==> src/core/sipct_pkg.sv <==
/*
 * Constants for the switch ingress policy and CPU tagging block.
 * Assumes an APB master and a packet-decision front end in the switch engine.
 */
`default_nettype none
package sipct_pkg;
	localparam int NPORTS = 3;
	// Register byte offsets.
	localparam logic [7:0] OFF_THROT = 8'h00;
	localparam logic [7:0] OFF_BCAP = 8'h04;
	localparam logic [7:0] OFF_GLOBAL = 8'h08;
	localparam logic [7:0] OFF_MIRROR = 8'h0C;
	localparam logic [7:0] OFF_INTYPE = 8'h10;
	localparam logic [7:0] OFF_EGTYPE = 8'h14;
	localparam logic [7:0] OFF_PORTCFG = 8'h18;
	localparam logic [7:0] OFF_LRNCNT0 = 8'h20;
	localparam logic [7:0] OFF_FLTCNT0 = 8'h30;
	// Throttle register: level in bits 7:0,15:8,23:16, enables in 26:24.
	localparam int THROT_EN_POS = 24;
	localparam logic [31:0] THROT_RESET = 32'h0000_0000;
	localparam logic [31:0] BCAP_RESET = 32'h0000_0020;
	// Global config bits.
	localparam int GLB_IGMP_EN = 0;
	localparam int GLB_REFLECT = 1;
	localparam int GLB_VLAN_EN = 2;
	localparam int GLB_MONPORT_POS = 3;
	// Mirroring config bits.
	localparam int MIR_RX_EN = 0;
	localparam int MIR_TX_EN = 1;
	localparam int MIR_FILT_EN = 2;
	localparam int MIR_RXPORTS_POS = 3;
	localparam int MIR_TXPORTS_POS = 6;
	localparam int MIR_SNIFF_POS = 9;
	// Per-port config: learn enable 2:0, tagged-only 5:3, check member 8:6, admit nonmember 11:9.
	localparam int PC_LRN_POS = 0;
	localparam int PC_TAGONLY_POS = 3;
	localparam int PC_CHKMEM_POS = 6;
	localparam int PC_NONMEM_POS = 9;
	localparam logic [1:0] PTYPE_SPECIAL = 2'h3;
	localparam logic [1:0] PTYPE_NORMAL = 2'h0;
	localparam logic [1:0] STP_FWD = 2'h0;
	localparam logic [1:0] STP_BLOCK = 2'h1;
	localparam logic [1:0] STP_LEARN = 2'h2;
	localparam logic [1:0] STP_DISABLED = 2'h3;
	localparam logic [7:0] IP_PROTO_IGMP = 8'h02;
	localparam logic [11:0] VID_RESERVED = 12'hFFF;
	localparam int BYTE_UNIT = 64;
	// Throttle interval: 1.72 ms at 200 MHz.
	localparam int CLK_MHZ = 200;
	localparam int THROT_INTERVAL_NS = 1720000;
	localparam int THROT_INTERVAL_CYC = THROT_INTERVAL_NS * CLK_MHZ / 1000;
endpackage : sipct_pkg
`default_nettype wire

==> src/core/sipct_core.sv <==
/*
 * Switch ingress policy and CPU tagging: per-packet forwarding decision, throttling,
 * mirroring, special tags and drop counters, with an APB register slave.
 * Assumes one descriptor per cycle at most from a parser that supplies parsed fields.
 */
`default_nettype none
module sipct_core #(
	parameter int THROT_CYC = sipct_pkg::THROT_INTERVAL_CYC,
	parameter int CNT_W = 16
) (
	input wire logic clock,
	input wire logic nrst,
	// APB slave.
	input wire logic psel,
	input wire logic penable,
	input wire logic pwrite,
	input wire logic [7:0] paddr,
	input wire logic [31:0] pwdata,
	output logic [31:0] prdata,
	output logic pready,
	output logic pslverr,
	// Packet descriptor from the parser.
	input wire logic pkt_valid,
	input wire logic [1:0] pkt_src,
	input wire logic [10:0] pkt_len,
	input wire logic pkt_bcast,
	input wire logic pkt_flood,
	input wire logic pkt_ipv4,
	input wire logic [7:0] pkt_ip_proto,
	input wire logic pkt_mcast,
	input wire logic pkt_tagged,
	input wire logic [15:0] pkt_tag1,
	input wire logic pkt_tag2_valid,
	input wire logic [11:0] pkt_vid2,
	input wire logic [2:0] pkt_class_pri,
	input wire logic [2:0] lookup_dest,
	input wire logic lookup_hit,
	input wire logic lookup_static,
	input wire logic lookup_age,
	input wire logic lookup_pri_en,
	input wire logic [2:0] lookup_pri,
	input wire logic [2:0] vlan_members,
	input wire logic [5:0] port_stp_state,
	input wire logic [7:0] bcast_buffers_used,
	input wire logic [2:0] learn_discard_evt,
	// Decision out, one cycle after pkt_valid.
	output logic dec_valid,
	output logic [2:0] dec_dest,
	output logic dec_filtered,
	output logic [2:0] dec_pri,
	output logic dec_strip_special,
	output logic dec_learn,
	output logic dec_add_special,
	output logic [15:0] dec_special_tag
);
	localparam int N = sipct_pkg::NPORTS;

	// Turns a port number into a one-hot mask; value 3 means all ports.
	function automatic logic [2:0] port_mask(input logic [1:0] p);
		port_mask = (p == 2'h3) ? 3'h7 : 3'(3'h1 << p);
	endfunction : port_mask

	// Registers.
	logic [31:0] throt_reg, throt_next;
	logic [31:0] bcap_reg, bcap_next;
	logic [31:0] glb_reg, glb_next;
	logic [31:0] mir_reg, mir_next;
	logic [5:0] intype_reg, intype_next;
	logic [5:0] egtype_reg, egtype_next;
	logic [11:0] pcfg_reg, pcfg_next;
	logic [N*CNT_W-1:0] lrn_cnt_reg, lrn_cnt_next;
	logic [N*CNT_W-1:0] flt_cnt_reg, flt_cnt_next;
	logic [31:0] tick_reg, tick_next;
	logic [N*16-1:0] bbytes_reg, bbytes_next;
	logic [31:0] prdata_reg, prdata_next;
	logic dvalid_reg, dvalid_next;
	logic [2:0] ddest_reg, ddest_next;
	logic dfilt_reg, dfilt_next;
	logic [2:0] dpri_reg, dpri_next;
	logic dstrip_reg, dstrip_next;
	logic dlearn_reg, dlearn_next;
	logic dadd_reg, dadd_next;
	logic [15:0] dtag_reg, dtag_next;

	logic wr, rd, hit;
	logic [1:0] src_type, stp;
	logic special, igmp, monitored, base_filt, throt_drop, filt, over, in_fwd;
	logic [2:0] src_mask, dest, fwd, mir_rx_ports, mir_tx_ports, sniff_mask;
	logic [1:0] src_idx;
	logic [11:0] vid;
	logic [15:0] lvl_bytes;
	logic [16:0] new_bytes;
	logic mirrored;
	logic [1:0] mon_port, sniff_port, cpu_port;

	assign wr = psel & penable & pwrite;
	assign rd = psel & ~penable & ~pwrite;
	assign pready = 1'b1;
	assign prdata = prdata_reg;

	// APB decode; any unmapped address raises pslverr in the access phase.
	always_comb begin
		hit = 1'b1;
		prdata_next = prdata_reg;
		unique case (paddr)
			sipct_pkg::OFF_THROT, sipct_pkg::OFF_BCAP, sipct_pkg::OFF_GLOBAL,
			sipct_pkg::OFF_MIRROR, sipct_pkg::OFF_INTYPE, sipct_pkg::OFF_EGTYPE,
			sipct_pkg::OFF_PORTCFG: hit = 1'b1;
			default: hit = (paddr[7:4] == sipct_pkg::OFF_LRNCNT0[7:4] ||
				paddr[7:4] == sipct_pkg::OFF_FLTCNT0[7:4]) && paddr[3:2] != 2'h3
				&& paddr[1:0] == 2'h0;
		endcase
		if (rd) begin
			unique case (paddr)
				sipct_pkg::OFF_THROT: prdata_next = throt_reg;
				sipct_pkg::OFF_BCAP: prdata_next = bcap_reg;
				sipct_pkg::OFF_GLOBAL: prdata_next = glb_reg;
				sipct_pkg::OFF_MIRROR: prdata_next = mir_reg;
				sipct_pkg::OFF_INTYPE: prdata_next = {26'h0, intype_reg};
				sipct_pkg::OFF_EGTYPE: prdata_next = {26'h0, egtype_reg};
				sipct_pkg::OFF_PORTCFG: prdata_next = {20'h0, pcfg_reg};
				default: begin
					prdata_next = 32'h0;
					if (hit && paddr[7:4] == sipct_pkg::OFF_LRNCNT0[7:4])
						prdata_next = 32'(lrn_cnt_reg[paddr[3:2]*CNT_W +: CNT_W]);
					else if (hit)
						prdata_next = 32'(flt_cnt_reg[paddr[3:2]*CNT_W +: CNT_W]);
				end
			endcase
		end
	end
	assign pslverr = psel & penable & ~hit;

	// Packet classification and forwarding decision.
	always_comb begin
		src_idx = pkt_src;
		src_mask = port_mask(pkt_src);
		src_type = intype_reg[pkt_src*2 +: 2];
		special = (src_type == sipct_pkg::PTYPE_SPECIAL) & pkt_tagged;
		stp = port_stp_state[pkt_src*2 +: 2];
		over = lookup_hit & lookup_static & lookup_age;
		// Multicast IPv4 protocol 2 in any framing the parser handles.
		igmp = pkt_ipv4 & (pkt_ip_proto == sipct_pkg::IP_PROTO_IGMP) & pkt_mcast;
		monitored = glb_reg[sipct_pkg::GLB_IGMP_EN] & igmp & ~special;
		mon_port = glb_reg[sipct_pkg::GLB_MONPORT_POS +: 2];
		vid = special ? pkt_vid2 : pkt_tag1[11:0];
		in_fwd = (stp == sipct_pkg::STP_FWD);
		// Source-port state filtering.
		base_filt = (stp == sipct_pkg::STP_DISABLED) | (~in_fwd & ~over);
		// VLAN admission filtering.
		if (glb_reg[sipct_pkg::GLB_VLAN_EN] && (!special || pkt_tag1[6])) begin
			if (pcfg_reg[sipct_pkg::PC_TAGONLY_POS + src_idx] &&
				(!(special ? pkt_tag2_valid : pkt_tagged) || vid == 12'h000))
				base_filt = 1'b1;
			if ((special ? pkt_tag2_valid : pkt_tagged) && vid == sipct_pkg::VID_RESERVED)
				base_filt = 1'b1;
			if (pcfg_reg[sipct_pkg::PC_CHKMEM_POS + src_idx] &&
				!pcfg_reg[sipct_pkg::PC_NONMEM_POS + src_idx] && !vlan_members[src_idx])
				base_filt = 1'b1;
		end
		// Broadcast byte budget per interval and shared buffer cap.
		lvl_bytes = 16'(throt_reg[src_idx*8 +: 8] * sipct_pkg::BYTE_UNIT);
		new_bytes = {1'b0, bbytes_reg[src_idx*16 +: 16]} + 17'(pkt_len);
		throt_drop = (throt_reg[sipct_pkg::THROT_EN_POS + src_idx] & pkt_bcast &
			(new_bytes > {1'b0, lvl_bytes})) |
			(pkt_flood & (bcast_buffers_used >= bcap_reg[7:0]));
		dest = lookup_dest;
		if (special && !pkt_tag1[3]) begin
			dest = port_mask(pkt_tag1[1:0]);
			if (!pkt_tag1[4]) dest = dest & ~port_stp_blocked(port_stp_state);
			base_filt = 1'b0;
		end else if (special) begin
			dest = lookup_dest & (over ? 3'h7 : ~port_stp_blocked(port_stp_state));
			base_filt = 1'b0;
		end
		if (monitored) dest = port_mask(mon_port);
		filt = base_filt | throt_drop;
		fwd = filt ? 3'h0 : dest;
		// Loopback only for monitored IGMP when reflection is on.
		if (!(monitored && glb_reg[sipct_pkg::GLB_REFLECT])) fwd = fwd & ~src_mask;
		// Mirroring to the sniffer port; a sniffer value of 3 means all ports.
		mir_rx_ports = mir_reg[sipct_pkg::MIR_RXPORTS_POS +: 3];
		mir_tx_ports = mir_reg[sipct_pkg::MIR_TXPORTS_POS +: 3];
		sniff_port = mir_reg[sipct_pkg::MIR_SNIFF_POS +: 2];
		sniff_mask = port_mask(sniff_port);
		mirrored = (mir_reg[sipct_pkg::MIR_RX_EN] && (mir_rx_ports & src_mask) != 3'h0 &&
			(!filt || mir_reg[sipct_pkg::MIR_FILT_EN])) ||
			(mir_reg[sipct_pkg::MIR_TX_EN] && (mir_tx_ports & fwd) != 3'h0);
		if (mirrored) fwd = fwd | (sniff_mask & ~src_mask);
		cpu_port = mon_port;
		ddest_next = fwd;
		dvalid_next = pkt_valid;
		dfilt_next = pkt_valid & filt;
		// Priority from tag or classification.
		dpri_next = (special && !pkt_tag1[5]) ? pkt_tag1[15:13] : pkt_class_pri;
		dstrip_next = special;
		dlearn_next = special ? (pkt_tag1[3] & pcfg_reg[sipct_pkg::PC_LRN_POS + src_idx] &
			(in_fwd | stp == sipct_pkg::STP_LEARN)) :
			(pcfg_reg[sipct_pkg::PC_LRN_POS + src_idx] & (in_fwd | stp == sipct_pkg::STP_LEARN));
		// Egress special tag toward the CPU port.
		dadd_next = (egtype_reg[cpu_port*2 +: 2] == sipct_pkg::PTYPE_SPECIAL) &
			fwd[cpu_port];
		dtag_next = {dpri_next, 1'b0, 12'h000};
		dtag_next[1:0] = pkt_src;
		dtag_next[3] = monitored;
		if (lookup_hit && lookup_static) begin
			dtag_next[4] = over;
			dtag_next[5] = 1'b1;
			dtag_next[6] = lookup_pri_en;
			dtag_next[9:7] = lookup_pri;
		end
	end

	// Ports in a blocking, learning or disabled state, as a mask.
	function automatic logic [2:0] port_stp_blocked(input logic [5:0] st);
		for (int i = 0; i < 3; i++) port_stp_blocked[i] = (st[i*2 +: 2] != sipct_pkg::STP_FWD);
	endfunction : port_stp_blocked

	// Register writes, interval timer, byte budgets and counters.
	always_comb begin
		throt_next = throt_reg;
		bcap_next = bcap_reg;
		glb_next = glb_reg;
		mir_next = mir_reg;
		intype_next = intype_reg;
		egtype_next = egtype_reg;
		pcfg_next = pcfg_reg;
		if (wr) begin
			unique case (paddr)
				sipct_pkg::OFF_THROT: throt_next = pwdata;
				sipct_pkg::OFF_BCAP: bcap_next = pwdata;
				sipct_pkg::OFF_GLOBAL: glb_next = pwdata;
				sipct_pkg::OFF_MIRROR: mir_next = pwdata;
				sipct_pkg::OFF_INTYPE: intype_next = pwdata[5:0];
				sipct_pkg::OFF_EGTYPE: egtype_next = pwdata[5:0];
				sipct_pkg::OFF_PORTCFG: pcfg_next = pwdata[11:0];
				default: ;
			endcase
		end
		// A new interval resets every budget; a packet in that cycle starts the new one.
		tick_next = (tick_reg >= 32'(THROT_CYC - 1)) ? 32'h0 : tick_reg + 32'h1;
		bbytes_next = (tick_reg >= 32'(THROT_CYC - 1)) ? '0 : bbytes_reg;
		if (pkt_valid && pkt_bcast && !throt_drop)
			bbytes_next[src_idx*16 +: 16] = (tick_reg >= 32'(THROT_CYC - 1)) ?
				16'(pkt_len) : new_bytes[15:0];
		lrn_cnt_next = lrn_cnt_reg;
		flt_cnt_next = flt_cnt_reg;
		for (int i = 0; i < N; i++) begin
			if (learn_discard_evt[i])
				lrn_cnt_next[i*CNT_W +: CNT_W] = lrn_cnt_reg[i*CNT_W +: CNT_W] + 1'b1;
		end
		if (pkt_valid && filt)
			flt_cnt_next[src_idx*CNT_W +: CNT_W] =
				flt_cnt_reg[src_idx*CNT_W +: CNT_W] + 1'b1;
	end

	always_ff @(posedge clock or negedge nrst) begin
		if (!nrst) begin
			throt_reg <= sipct_pkg::THROT_RESET;
			bcap_reg <= sipct_pkg::BCAP_RESET;
			glb_reg <= 32'h0;
			mir_reg <= 32'h0;
			intype_reg <= 6'h0;
			egtype_reg <= 6'h0;
			pcfg_reg <= 12'h0;
			lrn_cnt_reg <= '0;
			flt_cnt_reg <= '0;
			tick_reg <= 32'h0;
			bbytes_reg <= '0;
			prdata_reg <= 32'h0;
			dvalid_reg <= 1'b0;
			ddest_reg <= 3'h0;
			dfilt_reg <= 1'b0;
			dpri_reg <= 3'h0;
			dstrip_reg <= 1'b0;
			dlearn_reg <= 1'b0;
			dadd_reg <= 1'b0;
			dtag_reg <= 16'h0;
		end else begin
			throt_reg <= throt_next;
			bcap_reg <= bcap_next;
			glb_reg <= glb_next;
			mir_reg <= mir_next;
			intype_reg <= intype_next;
			egtype_reg <= egtype_next;
			pcfg_reg <= pcfg_next;
			lrn_cnt_reg <= lrn_cnt_next;
			flt_cnt_reg <= flt_cnt_next;
			tick_reg <= tick_next;
			bbytes_reg <= bbytes_next;
			prdata_reg <= prdata_next;
			dvalid_reg <= dvalid_next;
			ddest_reg <= ddest_next;
			dfilt_reg <= dfilt_next;
			dpri_reg <= dpri_next;
			dstrip_reg <= dstrip_next;
			dlearn_reg <= dlearn_next & pkt_valid;
			dadd_reg <= dadd_next & pkt_valid;
			dtag_reg <= dtag_next;
		end
	end

	assign dec_valid = dvalid_reg;
	assign dec_dest = ddest_reg;
	assign dec_filtered = dfilt_reg;
	assign dec_pri = dpri_reg;
	assign dec_strip_special = dstrip_reg;
	assign dec_learn = dlearn_reg;
	assign dec_add_special = dadd_reg;
	assign dec_special_tag = dtag_reg;
endmodule : sipct_core
`default_nettype wire

==> config.mk <==
export PLATFORM = sky130hd
export DESIGN_NAME = sipct_core
export DESIGN_NICKNAME = d
export VERILOG_FILES = /design/src/core/sipct_pkg.sv /design/src/core/sipct_core.sv
export SDC_FILE = /design/constraint.sdc
export NUM_CORES = 1
export LEC_CHECK = 0
export BUFFER_PORTS_ARGS = -buffer_cell sky130_fd_sc_hd__buf_2
export CORE_MARGIN = 4
export CORE_UTILIZATION = 25
export CTS_BUF_LIST = sky130_fd_sc_hd__clkbuf_16
export CTS_CLUSTER_DIAMETER = 80
export DETAILED_ROUTE_END_ITERATION = 8
export PLACE_DENSITY = 0.4
export SYNTH_ARGS = -nofsm -noshare
export SYNTH_HDL_FRONTEND = slang
export SYNTH_SLANG_ARGS = --single-unit
==> constraint.sdc <==
create_clock -name clock -period 5 [get_ports clock]
set_clock_uncertainty 0.05 [all_clocks]
set_input_delay 0.25 -clock clock [delete_from_list [all_inputs] [get_ports clock]]
set_output_delay 0.25 -clock clock [all_outputs]
set_load 0.02 [all_outputs]
==> metrics.cfg <==
[floorplanning]
fp.coreArea_mm2=0.07759
die_area_mm2=0.08306
std_cell_rows=102
initial_core_util_pct=25.30
die_h_um=288.2
die_w_um=288.2
io_pins=195

[clocking]
h-tree-depth=2
clk_pin_slew_ps=60
clockBufferDepth=3
cts-root-buf=clkbuf_16
cts.sinks=380
insertion_delay_ps=600
cts_tree=yes
numCtsBuffers=48

[yosys]
ys_seq_area_share_pct=48.45
avgSynthCellArea_um2=10.92
synth_top_area_share_pct=48.32
post-synth-top-count-cell=dfrtp_1
synth_seq_cells=380
async_flop_share_pct=100.0
synth_enable_flop_cells=0
ys.flop_type=dfrtp_1
synthTopCellsByArea=dfrtp_1, mux2_2, mux2i_1
yosys_warnings=0
syn_area_mm2=0.01963
synth_cell_types=89
synth.top_cells.by_count=dfrtp_1, mux2_2, nand2_1
synthCells=1797
yosysTopAreaCell=dfrtp_1

[outcome]
status=finished clean

[power_and_ir_drop]
ir_drop_mv=0.2816
powerDensity_mw_per_mm2=312.8
power_leakage_uw=0.01093

[worst_hold_path]
worstHoldPathType=input port to register
hold_end=glb_reg[2]$_DFFE_PN0P_
hp-start=pwdata[2]
whs_path_depth=2

[routing]
routed.top_layer=met5
drt_wl_total_um=68120
via_count=15550
wire_per_inst_um=21.40
routed_via_density=4.887
dr_wl_met2_um=31350
route.met3.wl_um=3286
antenna_left=0
drc=0
drt_iter0_drc=1147
wirelength_met1_um=31790
drt_first_pass_iters=5

[layout]
syn2layout_area_growth_pct=25.00
drive_above_1_share_pct=26.90
fin_cells=3183
fin_nets=2289
fin_area_mm2=0.02453

[flow_run]
maxCapViolCount=0

[setup_path]
worstPathArrival_ps=5220
critPathMaxFanout=10
worstSetupEndpointType=register
r2r_end=flt_cnt_reg[26]$_DFFE_PN0P_
worstReg2RegStart=bbytes_reg[20]$_DFF_PN0_
start_kind=register
required_ps=5450
crit_type=register to register
reg2reg_depth=23
rrSetupSlack_ps=230

[place]
portBuffers=188
dp.cells=3028
dpl_worst_slack_ps=-183.4
place_congestion=0.8260
post_dp_cell_area_mm2=0.02227
hpwl_um=48300

[sta]
worst_slew_pin_slew_ps=1083
period_needed_ps=4767
rsz0062_at_grt=no
slew_violations=0
setup_viol=0
finalCritPeriodShare_pct=95.35
maxSlewHeadroom_pct=27.24
hold_viol_final=0
worst_slack_ps=232.7
max_freq_mhz=209.8

[grt]
antenna_found_initial=5
grt_pass1_vias=16140
grt_overflow=0
grt_pass1_wl_um=103900
grt_max_degree=121
groute.usage.overall_pct=16.28

cell type report:
class / instances / area [um2]
tap: 1040 / 1301
antenna: 2 / 5.005
clock buffer: 48 / 1201
timing repair buffer: 351 / 2434
multi-input combinational: 1284 / 9608
clock inverter: 37 / 321.6
sequential: 380 / 9510
fill: 8065 / 53060
inverter: 41 / 153.9
through the flow:
stage / power [uW] / util (%) / hold slack [ps] / setup TNS [ps]
after floorplan: 3872 / - / -95.59 / -7917
after global placement: 4274 / 28.71 / 196.2 / -4203
after detailed placement: 4287 / 28.71 / 193.8 / -7622
after CTS: 7789 / 31.49 / 7.809 / 0
after global routing: 8030 / 31.61 / 12.11 / 0
final: 7673 / 31.62 / 46.93 / 0
cells by family (layout without fill, tap and decap cells):
kind of cell	Yosys count	after routing	share of synthesized area, %
flops	380	380	48.45
buf+inv	149	477	3.366
fa+ha+maj	50	50	3.213
xor+xnor	86	86	3.838
compound gates	406	406	14.99
mux	246	246	14.43
other cells	2	20	0.03826
simple gates	478	478	11.68
worst max path at each step:
stage | start | endpoint | slack [ps]
global route | bbytes_reg[22]$_DFF_PN0_ | flt_cnt_reg[23]$_DFFE_PN0P_ | 4
floorplan | pkt_src[0] | bbytes_reg[35]$_DFF_PN0_ | -170
detailed placement | pkt_src[1] | dec_add_special$_DFF_PN0_ | -180
CTS | bbytes_reg[16]$_DFF_PN0_ | dec_add_special$_DFF_PN0_ | 20
finish | bbytes_reg[20]$_DFF_PN0_ | flt_cnt_reg[26]$_DFFE_PN0P_ | 230
global placement | pkt_src[0] | dec_add_special$_DFF_PN0_ | -150
worst max-delay path, stage by stage, from the launching register on:
cell,delay [ps]
dfrtp_1,370
mux2i_1,140
o21ai_1,100
ha_1,350
buf_4,150
nand2_1,70
o31ai_1,400
buf_4,190
nand2_1,60
xnor2_1,220
buf_4,170
ha_1,240
nor2b_1,140
o31ai_1,220
a211oi_1,110
o21ai_1,190
a41oi_2,70
buf_4,200
or4_4,600
o211ai_4,230
buf_12,150
buf_6,140
nand2_1,60
o31ai_1,60
layer usage:
metal	global-route usage, %	up-vias
li1	-	7222
met1	22.68	7891
met2	26.00	348
met3	2.983	89
met4	4.497	4
met5	0	-
report_power, final:
part	leakage, uW	switching (uW)	internal (uW)
Sequential	0.00514	158	3240
Combinational	0.00500	517	352
Clock	0.000793	1410	2000
Total	0.0109	2080	5590
what timing repair did:
action | in CTS | in global routing
hold buffers | 64 | 0
endpoints found under the hold margin | 244 | 0
setup endpoints to repair | 0 | 93
setup buffers | 0 | 3
gates resized for setup | 0 | 11
layout by cell type (no fill, tap or decap), types with 49 or more instances in the layout:
cell           instances
dfrtp_1              379
buf_2                186
mux2_2               164
nand2_1              163
nor2_1               117
buf_4                 92
mux2i_1               68
o21ai_0               65
dlygate4sd3_1         64
a22oi_1               62
xnor2_1               50
inv_1                 49
clkbuf_16             49
Note: power is estimated with default switching activity, not from simulation.
